## src/hdl/csior_pkg.sv

```systemverilog
// Package with offsets, field positions and reset values of the IO bank.
`default_nettype none
package csior_pkg;

  localparam logic [7:0] CSIOR_OFS_FLAGS  = 8'h00;
  localparam logic [7:0] CSIOR_OFS_SP     = 8'h02;
  localparam logic [7:0] CSIOR_OFS_CLKMD  = 8'h03;
  localparam logic [7:0] CSIOR_OFS_INTEN  = 8'h04;
  localparam logic [7:0] CSIOR_OFS_INTREQ = 8'h05;

  // Status flag bit positions.
  localparam int CSIOR_FLG_OV = 3;
  localparam int CSIOR_FLG_AC = 2;
  localparam int CSIOR_FLG_C  = 1;
  localparam int CSIOR_FLG_Z  = 0;

  // Clock mode field positions.
  localparam int CSIOR_CM_SEL_HI = 7;
  localparam int CSIOR_CM_SEL_LO = 5;
  localparam int CSIOR_CM_FAST   = 4;
  localparam int CSIOR_CM_TYPE   = 3;
  localparam int CSIOR_CM_SLOW   = 2;
  localparam int CSIOR_CM_WDT    = 1;
  localparam int CSIOR_CM_RSTPIN = 0;

  localparam logic [3:0] CSIOR_RST_FLAGS  = 4'h0;
  localparam logic [7:0] CSIOR_RST_SP     = 8'h00;
  localparam logic [7:0] CSIOR_RST_CLKMD  = 8'hF6;
  localparam logic [7:0] CSIOR_RST_INTEN  = 8'h00;
  localparam logic [7:0] CSIOR_RST_INTREQ = 8'h00;

  // Each saved return address takes two stack bytes.
  localparam logic [7:0] CSIOR_SP_STEP = 8'h02;

  typedef enum logic [2:0] {
    CSIOR_SRC_FAST = 3'b001,
    CSIOR_SRC_SLOW = 3'b010,
    CSIOR_SRC_EXT  = 3'b100
  } csior_src_t;

endpackage
`default_nettype wire

```

## src/hdl/csior_core_regs.sv

```systemverilog
// Core system IO register bank: flags, stack pointer, clock mode, irq.
//
// Summary of operation
// Overflow flag bit 3 set on signed overflow.
// Nibble carry bit 2 on low-nibble carry/borrow.
// Carry bit 1 on carry, borrow, shifts.
// Zero bit 0 follows zero result.
// Software leaves flag bits 7:4 unused.
// Stack pointer readable, writable, resets to zero.
// Software keeps stack pointer bit 0 clear.
// Type 0 clock selection table, reset 111.
// Type 1 clock selection table, 11x reserved.
// Clock mode bit 3 picks table.
// Clock mode bit 4 enables fast oscillator.
// Bit 2 enables slow oscillator, gates watchdog.
// Clock mode bit 1 enables watchdog.
// Bit 0 chooses reset pin or IO.
// Enable bits 7..2 gate internal sources.
// Enable bits 1,0 gate pin groups.
// Request flags set by events, software clears.
// Interrupt presented while request and enable.
// Software flag writes stored, later results overwrite.
`timescale 1ns/1ps
`default_nettype none
module csior_core_regs
  import csior_pkg::*;
#(
  parameter int N_IRQ = 8
) (
  input  wire logic        i_ref_clk,
  input  wire logic        i_nrst,
  input  wire logic [7:0]  i_io_addr,
  input  wire logic        i_io_wr,
  input  wire logic        i_io_rd,
  input  wire logic [7:0]  i_io_wdata,
  output logic      [7:0]  o_io_rdata,
  input  wire logic [7:0]  i_alu_result,
  input  wire logic        i_alu_ov,
  input  wire logic        i_alu_ac,
  input  wire logic        i_alu_c,
  input  wire logic [3:0]  i_alu_flag_upd,
  input  wire logic        i_sp_push,
  input  wire logic        i_sp_pop,
  input  wire logic [7:0]  i_irq_event,
  output logic      [3:0]  o_flags,
  output logic      [7:0]  o_stack_pointer,
  output logic      [2:0]  o_sys_clk_src,
  output logic      [2:0]  o_sys_clk_div_log2,
  output logic             o_sys_clk_sel_valid,
  output logic             o_fast_osc_en,
  output logic             o_slow_osc_en,
  output logic             o_wdt_en,
  output logic             o_reset_pin_mode,
  output logic      [7:0]  o_irq_pending,
  output logic             o_irq
);

  if (N_IRQ != 8) begin : g_bad_n_irq
    $error("csior_core_regs serves exactly eight interrupt sources");
  end

  ////////////////////////////////////////////////////////////////////////////
  // Register state.

  logic [3:0] flags_r,  flags_nxt;
  logic [7:0] sp_r,     sp_nxt;
  logic [7:0] clkmd_r,  clkmd_nxt;
  logic [7:0] inten_r,  inten_nxt;
  logic [7:0] intreq_r, intreq_nxt;
  logic [7:0] rdata_r,  rdata_nxt;
  logic       wr_flags;
  logic       wr_sp;
  logic       wr_clkmd;
  logic       wr_inten;
  logic       wr_intreq;
  logic       res_zero;

  assign wr_flags  = i_io_wr && (i_io_addr == CSIOR_OFS_FLAGS);
  assign wr_sp     = i_io_wr && (i_io_addr == CSIOR_OFS_SP);
  assign wr_clkmd  = i_io_wr && (i_io_addr == CSIOR_OFS_CLKMD);
  assign wr_inten  = i_io_wr && (i_io_addr == CSIOR_OFS_INTEN);
  assign wr_intreq = i_io_wr && (i_io_addr == CSIOR_OFS_INTREQ);
  assign res_zero  = (i_alu_result == 8'h00);

  always_comb begin
    // A software write is stored first; an ALU result in the same cycle
    // overwrites the flags it affects, so hardware status is never lost.
    flags_nxt = flags_r;
    if (wr_flags) begin
      flags_nxt = i_io_wdata[3:0];
    end
    if (i_alu_flag_upd[CSIOR_FLG_OV]) begin
      flags_nxt[CSIOR_FLG_OV] = i_alu_ov;
    end
    if (i_alu_flag_upd[CSIOR_FLG_AC]) begin
      flags_nxt[CSIOR_FLG_AC] = i_alu_ac;
    end
    if (i_alu_flag_upd[CSIOR_FLG_C]) begin
      flags_nxt[CSIOR_FLG_C] = i_alu_c;
    end
    if (i_alu_flag_upd[CSIOR_FLG_Z]) begin
      flags_nxt[CSIOR_FLG_Z] = res_zero;
    end

    // Stack pointer: IO write beats push/pop; odd values are the caller's
    // fault and are stored as written.
    sp_nxt = sp_r;
    if (wr_sp) begin
      sp_nxt = i_io_wdata;
    end else if (i_sp_push && !i_sp_pop) begin
      sp_nxt = sp_r + CSIOR_SP_STEP;
    end else if (i_sp_pop && !i_sp_push) begin
      sp_nxt = sp_r - CSIOR_SP_STEP;
    end

    clkmd_nxt = wr_clkmd ? i_io_wdata : clkmd_r;
    inten_nxt = wr_inten ? i_io_wdata : inten_r;

    // Events set requests; a set in the clearing cycle wins.
    intreq_nxt = (wr_intreq ? i_io_wdata : intreq_r) | i_irq_event;

    rdata_nxt = rdata_r;
    if (i_io_rd) begin
      case (i_io_addr)
        CSIOR_OFS_FLAGS:  rdata_nxt = {4'h0, flags_r};
        CSIOR_OFS_SP:     rdata_nxt = sp_r;
        CSIOR_OFS_CLKMD:  rdata_nxt = clkmd_r;
        CSIOR_OFS_INTEN:  rdata_nxt = inten_r;
        CSIOR_OFS_INTREQ: rdata_nxt = intreq_r;
        default:          rdata_nxt = 8'h00;
      endcase
    end
  end

  always_ff @(posedge i_ref_clk or negedge i_nrst) begin
    if (!i_nrst) begin
      flags_r  <= CSIOR_RST_FLAGS;
      sp_r     <= CSIOR_RST_SP;
      clkmd_r  <= CSIOR_RST_CLKMD;
      inten_r  <= CSIOR_RST_INTEN;
      intreq_r <= CSIOR_RST_INTREQ;
      rdata_r  <= 8'h00;
    end else begin
      flags_r  <= flags_nxt;
      sp_r     <= sp_nxt;
      clkmd_r  <= clkmd_nxt;
      inten_r  <= inten_nxt;
      intreq_r <= intreq_nxt;
      rdata_r  <= rdata_nxt;
    end
  end

  ////////////////////////////////////////////////////////////////////////////
  // Clock mode decode.

  logic [2:0] clk_sel;
  logic [5:0] sel_code;
  assign clk_sel = clkmd_r[CSIOR_CM_SEL_HI:CSIOR_CM_SEL_LO];

  // Source and divider travel together as {source, log2 divide}.
  always_comb begin
    sel_code            = {CSIOR_SRC_SLOW, 3'h0};
    o_sys_clk_sel_valid = 1'b1;
    if (!clkmd_r[CSIOR_CM_TYPE]) begin
      case (clk_sel)
        3'h0:    sel_code = {CSIOR_SRC_FAST, 3'h2};
        3'h1:    sel_code = {CSIOR_SRC_FAST, 3'h1};
        3'h2:    sel_code = {CSIOR_SRC_FAST, 3'h0};
        3'h3:    sel_code = {CSIOR_SRC_EXT, 3'h2};
        3'h4:    sel_code = {CSIOR_SRC_EXT, 3'h1};
        3'h5:    sel_code = {CSIOR_SRC_EXT, 3'h0};
        3'h6:    sel_code = {CSIOR_SRC_SLOW, 3'h2};
        default: sel_code = {CSIOR_SRC_SLOW, 3'h0};
      endcase
    end else begin
      case (clk_sel)
        3'h0:    sel_code = {CSIOR_SRC_FAST, 3'h4};
        3'h1:    sel_code = {CSIOR_SRC_FAST, 3'h3};
        3'h2:    sel_code = {CSIOR_SRC_SLOW, 3'h4};
        3'h3:    sel_code = {CSIOR_SRC_FAST, 3'h5};
        3'h4:    sel_code = {CSIOR_SRC_FAST, 3'h6};
        3'h5:    sel_code = {CSIOR_SRC_EXT, 3'h3};
        default: begin
          // Reserved codes: the clock generator keeps its present source.
          o_sys_clk_sel_valid = 1'b0;
        end
      endcase
    end
    o_sys_clk_src      = sel_code[5:3];
    o_sys_clk_div_log2 = sel_code[2:0];
  end

  assign o_fast_osc_en    = clkmd_r[CSIOR_CM_FAST];
  assign o_slow_osc_en    = clkmd_r[CSIOR_CM_SLOW];
  // The watchdog runs from the slow oscillator, so it stops with it.
  assign o_wdt_en         = clkmd_r[CSIOR_CM_WDT]
                            && clkmd_r[CSIOR_CM_SLOW];
  assign o_reset_pin_mode = clkmd_r[CSIOR_CM_RSTPIN];

  assign o_irq_pending   = intreq_r & inten_r;
  assign o_irq           = |o_irq_pending;
  assign o_flags         = flags_r;
  assign o_stack_pointer = sp_r;
  assign o_io_rdata      = rdata_r;
endmodule // csior_core_regs
`default_nettype wire

```

## config.mk

```make
export PLATFORM = sky130hd
export DESIGN_NAME = csior_core_regs
export DESIGN_NICKNAME = d
export VERILOG_FILES = /design/src/hdl/csior_pkg.sv /design/src/hdl/csior_core_regs.sv
export SDC_FILE = /design/constraint.sdc
export NUM_CORES = 1
export LEC_CHECK = 0
export ABC_AREA = 1
export BUFFER_PORTS_ARGS = -buffer_cell sky130_fd_sc_hd__buf_2
export CORE_MARGIN = 8
export CORE_UTILIZATION = 27
export CTS_CLUSTER_SIZE = 20
export DETAILED_ROUTE_END_ITERATION = 10
export SLEW_MARGIN = 10
export SYNTH_ARGS = -nofsm -noshare
export SYNTH_HDL_FRONTEND = slang
export SYNTH_SLANG_ARGS = --single-unit
```

## constraint.sdc

```tcl
create_clock -name i_ref_clk -period 4.9 [get_ports i_ref_clk]
set_clock_uncertainty 0.2 [all_clocks]
set_input_delay 1.47 -clock i_ref_clk [delete_from_list [all_inputs] [get_ports i_ref_clk]]
set_output_delay 1.47 -clock i_ref_clk [all_outputs]
set_load 0.005 [all_outputs]
```

==> results of run 1 <==
[worst max-delay path: stages, from the launching register on]
cell and delay, ns:
dfrtp_1 0.40, nand2_1 0.07, inv_1 0.06, nor4_1 0.50, nand2_1 0.10, buf_2 0.15
[registers in the layout (all words and copies together), names as in the netlist]
name,flops
intreq_r,8
inten_r,8
clkmd_r,8
o_stack_pointer,8
o_flags,4
o_io_rdata,8
[metrics by stage]
stage	util [%]	area, um^2	std cells
final	33.5	3430	594
after global routing	33.5	3430	594
after CTS	33.5	3430	594
after detailed placement	32.6	3340	586
after global placement	32.6	3340	586
after floorplan	-	2820	374
[layout make-up]
cell class	count	area [um^2]
multi-input cells	275	1460
repair buffers	84	420
fillers	1107	6800
clock buffers	8	90.1
flip-flops and latches	44	1110
inverters	47	179
well taps	136	170
[cell families after synthesis]
kind of cell             count (synthesis)  synth area share [%]
adder cells (fa/ha/maj)                  6                  2.93
flip-flops                              44                  39.3
XOR/XNOR                                 3                 0.932
AND/OR/NAND/NOR                        218                  37.2
buffers and inverters                   55                  8.88
AO/OA/AOI/OAI                           48                  10.7
[metal layers]
layer	global-route usage [%]	up-vias	routed length, um
met5	0	-	0
met4	4.16	0	101
li1	-	1386	-
met1	14.2	1280	3540
met3	2.67	7	486
met2	21.0	67	4150
[path summary, 6_finish.rpt]
path	start	to	slack, ns	cells after the start
min reg2reg	o_io_rdata[7]$_DFFE_PN0P_	o_io_rdata[7]$_DFFE_PN0P_	0.29	2
max	inten_r[7]$_DFFE_PN0P_	o_irq	1.65	5
max in group asynchronous	i_nrst	o_flags[2]$_DFFE_PN0P_	2.74	1
min in group asynchronous	i_nrst	intreq_r[6]$_DFF_PN0_	1.15	1
max reg2reg	o_stack_pointer[4]$_DFFE_PN0P_	o_stack_pointer[5]$_DFFE_PN0P_	3.06	7
min	o_io_rdata[7]$_DFFE_PN0P_	o_io_rdata[7]$_DFFE_PN0P_	0.29	2
[power groups by stage]
stage               combinational (uW)  sequential (uW)  clock (uW)
global route                       391              466         259
detailed placement                 344              466           0
floorplan                          225              449           0
CTS                                345              459         240
finish                             340              460         230
global placement                   336              466           0
[Yosys cell counts]
master,instances
inv_1,42
ha_1,5
fa_1,1
xnor2_1,2
nand3_1,41
xor2_1,1
nand3b_1,10
buf_4,1
inv_4,1
nor2_2,2
o22ai_1,2
clkbuf_1,2
nand4_1,4
nor4_1,4
nand2_4,2
nand2_2,3
o21ai_0,7
o31ai_1,2
nand3_2,1
inv_2,4
nor2_1,22
dfrtp_1,38
buf_6,5
or2_2,3
a21oi_1,18
o21ai_1,4
o211ai_1,1
nor2_4,3
nand3_4,3
nand2_1,119
nor2_8,1
o21ai_2,14
dfstp_2,6
==> metrics, run 1 <==
Die Y 118 um; most frequent cells in the layout 119 x nand2_1, 84 x buf_2, 42 x inv_1; power density over the cells 300 mW/mm^2; worst vdd ir 0.124 mV; Syn-to-layout area delta 21.6%; first-pass GRT wire length 13800 um; setup TNS 0 ns; H-tree depth 2; Tightest Pin Transition 1.00 ns; hold buffers post-CTS 0; first-pass iteration count of the detailed router 5; # setup viols final 0; worst hold path type reg -> reg; Ys Warns 0; GRT overflow 0; critical path endpoint category output port; fin. max-slew vios 0; Unique masters post-synth 33; gpl congestion 0.824; number of nets in the layout 508; fmax 308 MHz; initial core utilization 27.6%; Int Pwr 671 uW; Yosys reg bits 44; Mapped Nets 425; TritonCTS Buffers 5; port bufs 84; initial antenna violation count 0; Flop pwr share 44.7%; share of the synthesized area in the top cell type 33.7%; vias in the first global route 2705; I/O pin total 85; Sink Count 44; Crit Path Max Fanout 3; combinational power share 33.0%; Psw 359 uW; largest area contributor in the netlist dfrtp_1; hold_ws 0.286 ns; Die Width 118 um; fraction of layout cells with a size suffix above 1 29.0%; largest net degree at the start of global routing 45; Root Buffer clkbuf_8; row count 37; Arr. time, crit path 1.58 ns; # DRC 0; clk_lat worst skew 0.29 ns; Vias/cell 4.61; Post-Syn Area 0.00282 mm^2; DP Worst Slack 1.64 ns; # diodes 0; Antenna Nets Post-Route 0; CP Data Required Time 3.23 ns; syn avg cell area 7.54 um^2; GRT Resource Usage Total 12.0%; outcome completed; Max Cap Viol 0; number of setup buffers added after CTS 0; RSZ-0062 raised after global routing false; core area 0.0102 mm^2; full die area 0.0140 mm^2; Synth Instances 374; setup ws final 1.65 ns; min Tclk post-route 3.25 ns; DR WL/cell 13.9 um; Switching Share 34.9%; TritonCTS clock tree yes; DRT Wirelength 8270 um; HPWL after DPL 6630 um; Leak 0.00184 uW; routed via count 2740; Seq/Total Area, Yosys 39.3%; Crit Path Class reg -> out; Clk pwr share 22.4%; crit path launch type register; relative slew slack 33.3%; top cells by area, synth dfrtp_1 34%, nand2_1 16%, nand3_1 7.3%, dfstp_2 5.6%, inv_1 5.6%; Hold Vio Cnt, Final 0; DRT iter0 DRCs 108; commonest non-fill, non-tap cell in the layout nand2_1; Pwr Total 1030 uW; Clock Pin Slew Worst Setup and Hold Paths 0.07 ns; clock buffer depth 2; final worst-path cycle share 66.3%; PostCTS Resize Cnt 0
Power figures use the tool's default switching activity.
==> run 2: changes to the inputs <==
clock period = 2.9 ns   (was 4.9 ns; I/O delays follow)
==> metrics, run 2 (synthesized netlist as in run 1, its figures left out) <==
# DRC 0; R2R Setup Slk 1.08 ns; first-pass iteration count of the detailed router 4; Leak 0.00185 uW; largest net degree at the start of global routing 45; Worst Hold Launch o_io_rdata[7]$_DFFE_PN0P_; DR WL/cell 13.8 um; Root Buffer clkbuf_8; Die Y 118 um; fin. max-slew vios 0; cell-by-cell trace of the critical path nand2_1, inv_1, nor4_1, nand2_1, buf_2; critical path endpoint category output port; hold buffers post-CTS 0; DP Worst Slack 0.245 ns; number of nets in the layout 510; # diodes 0; vias in the first global route 2742; Crit Path Max Fanout 3; crit path launch type register; Sink Count 44; # setup viols final 0; Die Width 118 um; Max stage delay cell, worst path nor4_1; Antenna Nets Post-Route 0; endpoint of the worst hold path o_io_rdata[7]$_DFFE_PN0P_; gpl congestion 0.839; Max Cap Viol 0; Vias/cell 4.53; TritonCTS Buffers 5; worst vdd ir 0.238 mV; fmax 381 MHz; row count 37; setup ws final 0.273 ns; initial antenna violation count 0; Tightest Pin Transition 0.610 ns; relative slew slack 59.2%; Reg2Reg Depth 7; fraction of layout cells with a size suffix above 1 29.3%; HPWL after DPL 6660 um; power density over the cells 504 mW/mm^2; met1 track demand over resource 14.0%; Largest delay share family, worst path simple AND/OR/NAND/NOR gates; FF+latch area 0.00111 mm^2; DRT iter0 DRCs 111; fillcell total 1095; first-pass GRT wire length 13600 um; reg2reg start o_stack_pointer[4]$_DFFE_PN0P_; Clock Pin Slew Worst Setup and Hold Paths 0.08 ns; outcome completed; Syn-to-layout area delta 22.1%; RSZ-0062 raised after global routing false; DRT Wirelength 8220 um; min Tclk post-route 2.63 ns; PostCTS Resize Cnt 0; full die area 0.0140 mm^2; number of setup buffers added after CTS 0; met2 usage 20.7%; FF-to-FF End o_stack_pointer[5]$_DFFE_PN0P_; clk_lat worst skew 0.29 ns; hold_ws 0.278 ns; most frequent cells in the layout 119 x nand2_1, 84 x buf_2, 42 x inv_1; Hold Path Depth 2; initial core utilization 27.6%; routed via count 2701; multi-input combinational cell area 0.00146 mm^2; GRT Resource Usage Total 11.9%; Crit path largest cell delay 0.50 ns; met3 usage 2.90%; layer with the highest usage met2; Arr. time, crit path 1.56 ns; H-tree depth 2; final worst-path cycle share 90.6%; clock buffer depth 2; setup TNS 0 ns; Crit Path Class reg -> out; port bufs 84; commonest non-fill, non-tap cell in the layout nand2_1; worst hold path type reg -> reg; CP Data Required Time 1.83 ns; Hold Vio Cnt, Final 0; core area 0.0102 mm^2; CP bufs+invs 2; CP most frequent cell nand2_1; GRT overflow 0; I/O pin total 85; TritonCTS clock tree yes
==> run 2: cell count changes in the layout (fill, tap and decap cells not counted) <==
cell,before,now
buf_4,0,2
==> run 2: area by class of cell <==
type | instances | share of cell area [%]
Multi-Input combinational cell | 275 | 42.4
Sequential cell | 44 | 32.2
Tap cell | 136 | 4.94
Timing Repair Buffer | 86 | 12.6
Clock buffer | 8 | 2.62
Inverter | 47 | 5.20
==> run 2: worst max-delay path by stage <==
stage | cells past startpoint | startpoint | slack, ns | to
global route | 5 | inten_r[7]$_DFFE_PN0P_ | 0.16 | o_irq
CTS | 5 | inten_r[7]$_DFFE_PN0P_ | 0.28 | o_irq
detailed placement | 10 | i_sp_pop | 0.24 | o_stack_pointer[5]$_DFFE_PN0P_
global placement | 10 | i_sp_pop | 0.28 | o_stack_pointer[5]$_DFFE_PN0P_
floorplan | 9 | i_sp_pop | 0.48 | o_stack_pointer[5]$_DFFE_PN0P_
finish | 5 | inten_r[7]$_DFFE_PN0P_ | 0.27 | o_irq
==> run 2: where the power goes <==
part           switching, uW  internal, uW  leakage (uW)
registers               91.5           681      0.000521
logic                    311           260       0.00128
clock network            200           194     0.0000455
==> run 2: metal layers <==
metal | vias to the layer above | share of wire (%)
li1 | 1382 | -
met1 | 1244 | 43
met2 | 67 | 50
met3 | 8 | 6.0
met4 | 0 | 1.4
met5 | - | 0
==> run 2: stage by stage <==
step,util (%),power (uW),cell area (um^2),std cells
after floorplan,-,1140,2820,374
after global placement,32.8,1350,3350,588
after detailed placement,32.8,1360,3350,588
after CTS,33.7,1760,3440,596
after global routing,33.7,1880,3440,596
final,33.7,1740,3440,596
==> run 2: worst register-to-register path, delay by kind of cell, from the launching register on <==
| family | cells | cell delay, ns |
|---|---|---|
| and+or+nand+nor | 5 | 0.57 |
| xor gates and xnor gates | 1 | 0.14 |
| adders and majority gates | 1 | 0.36 |
| DFF | 1 | 0.44 |
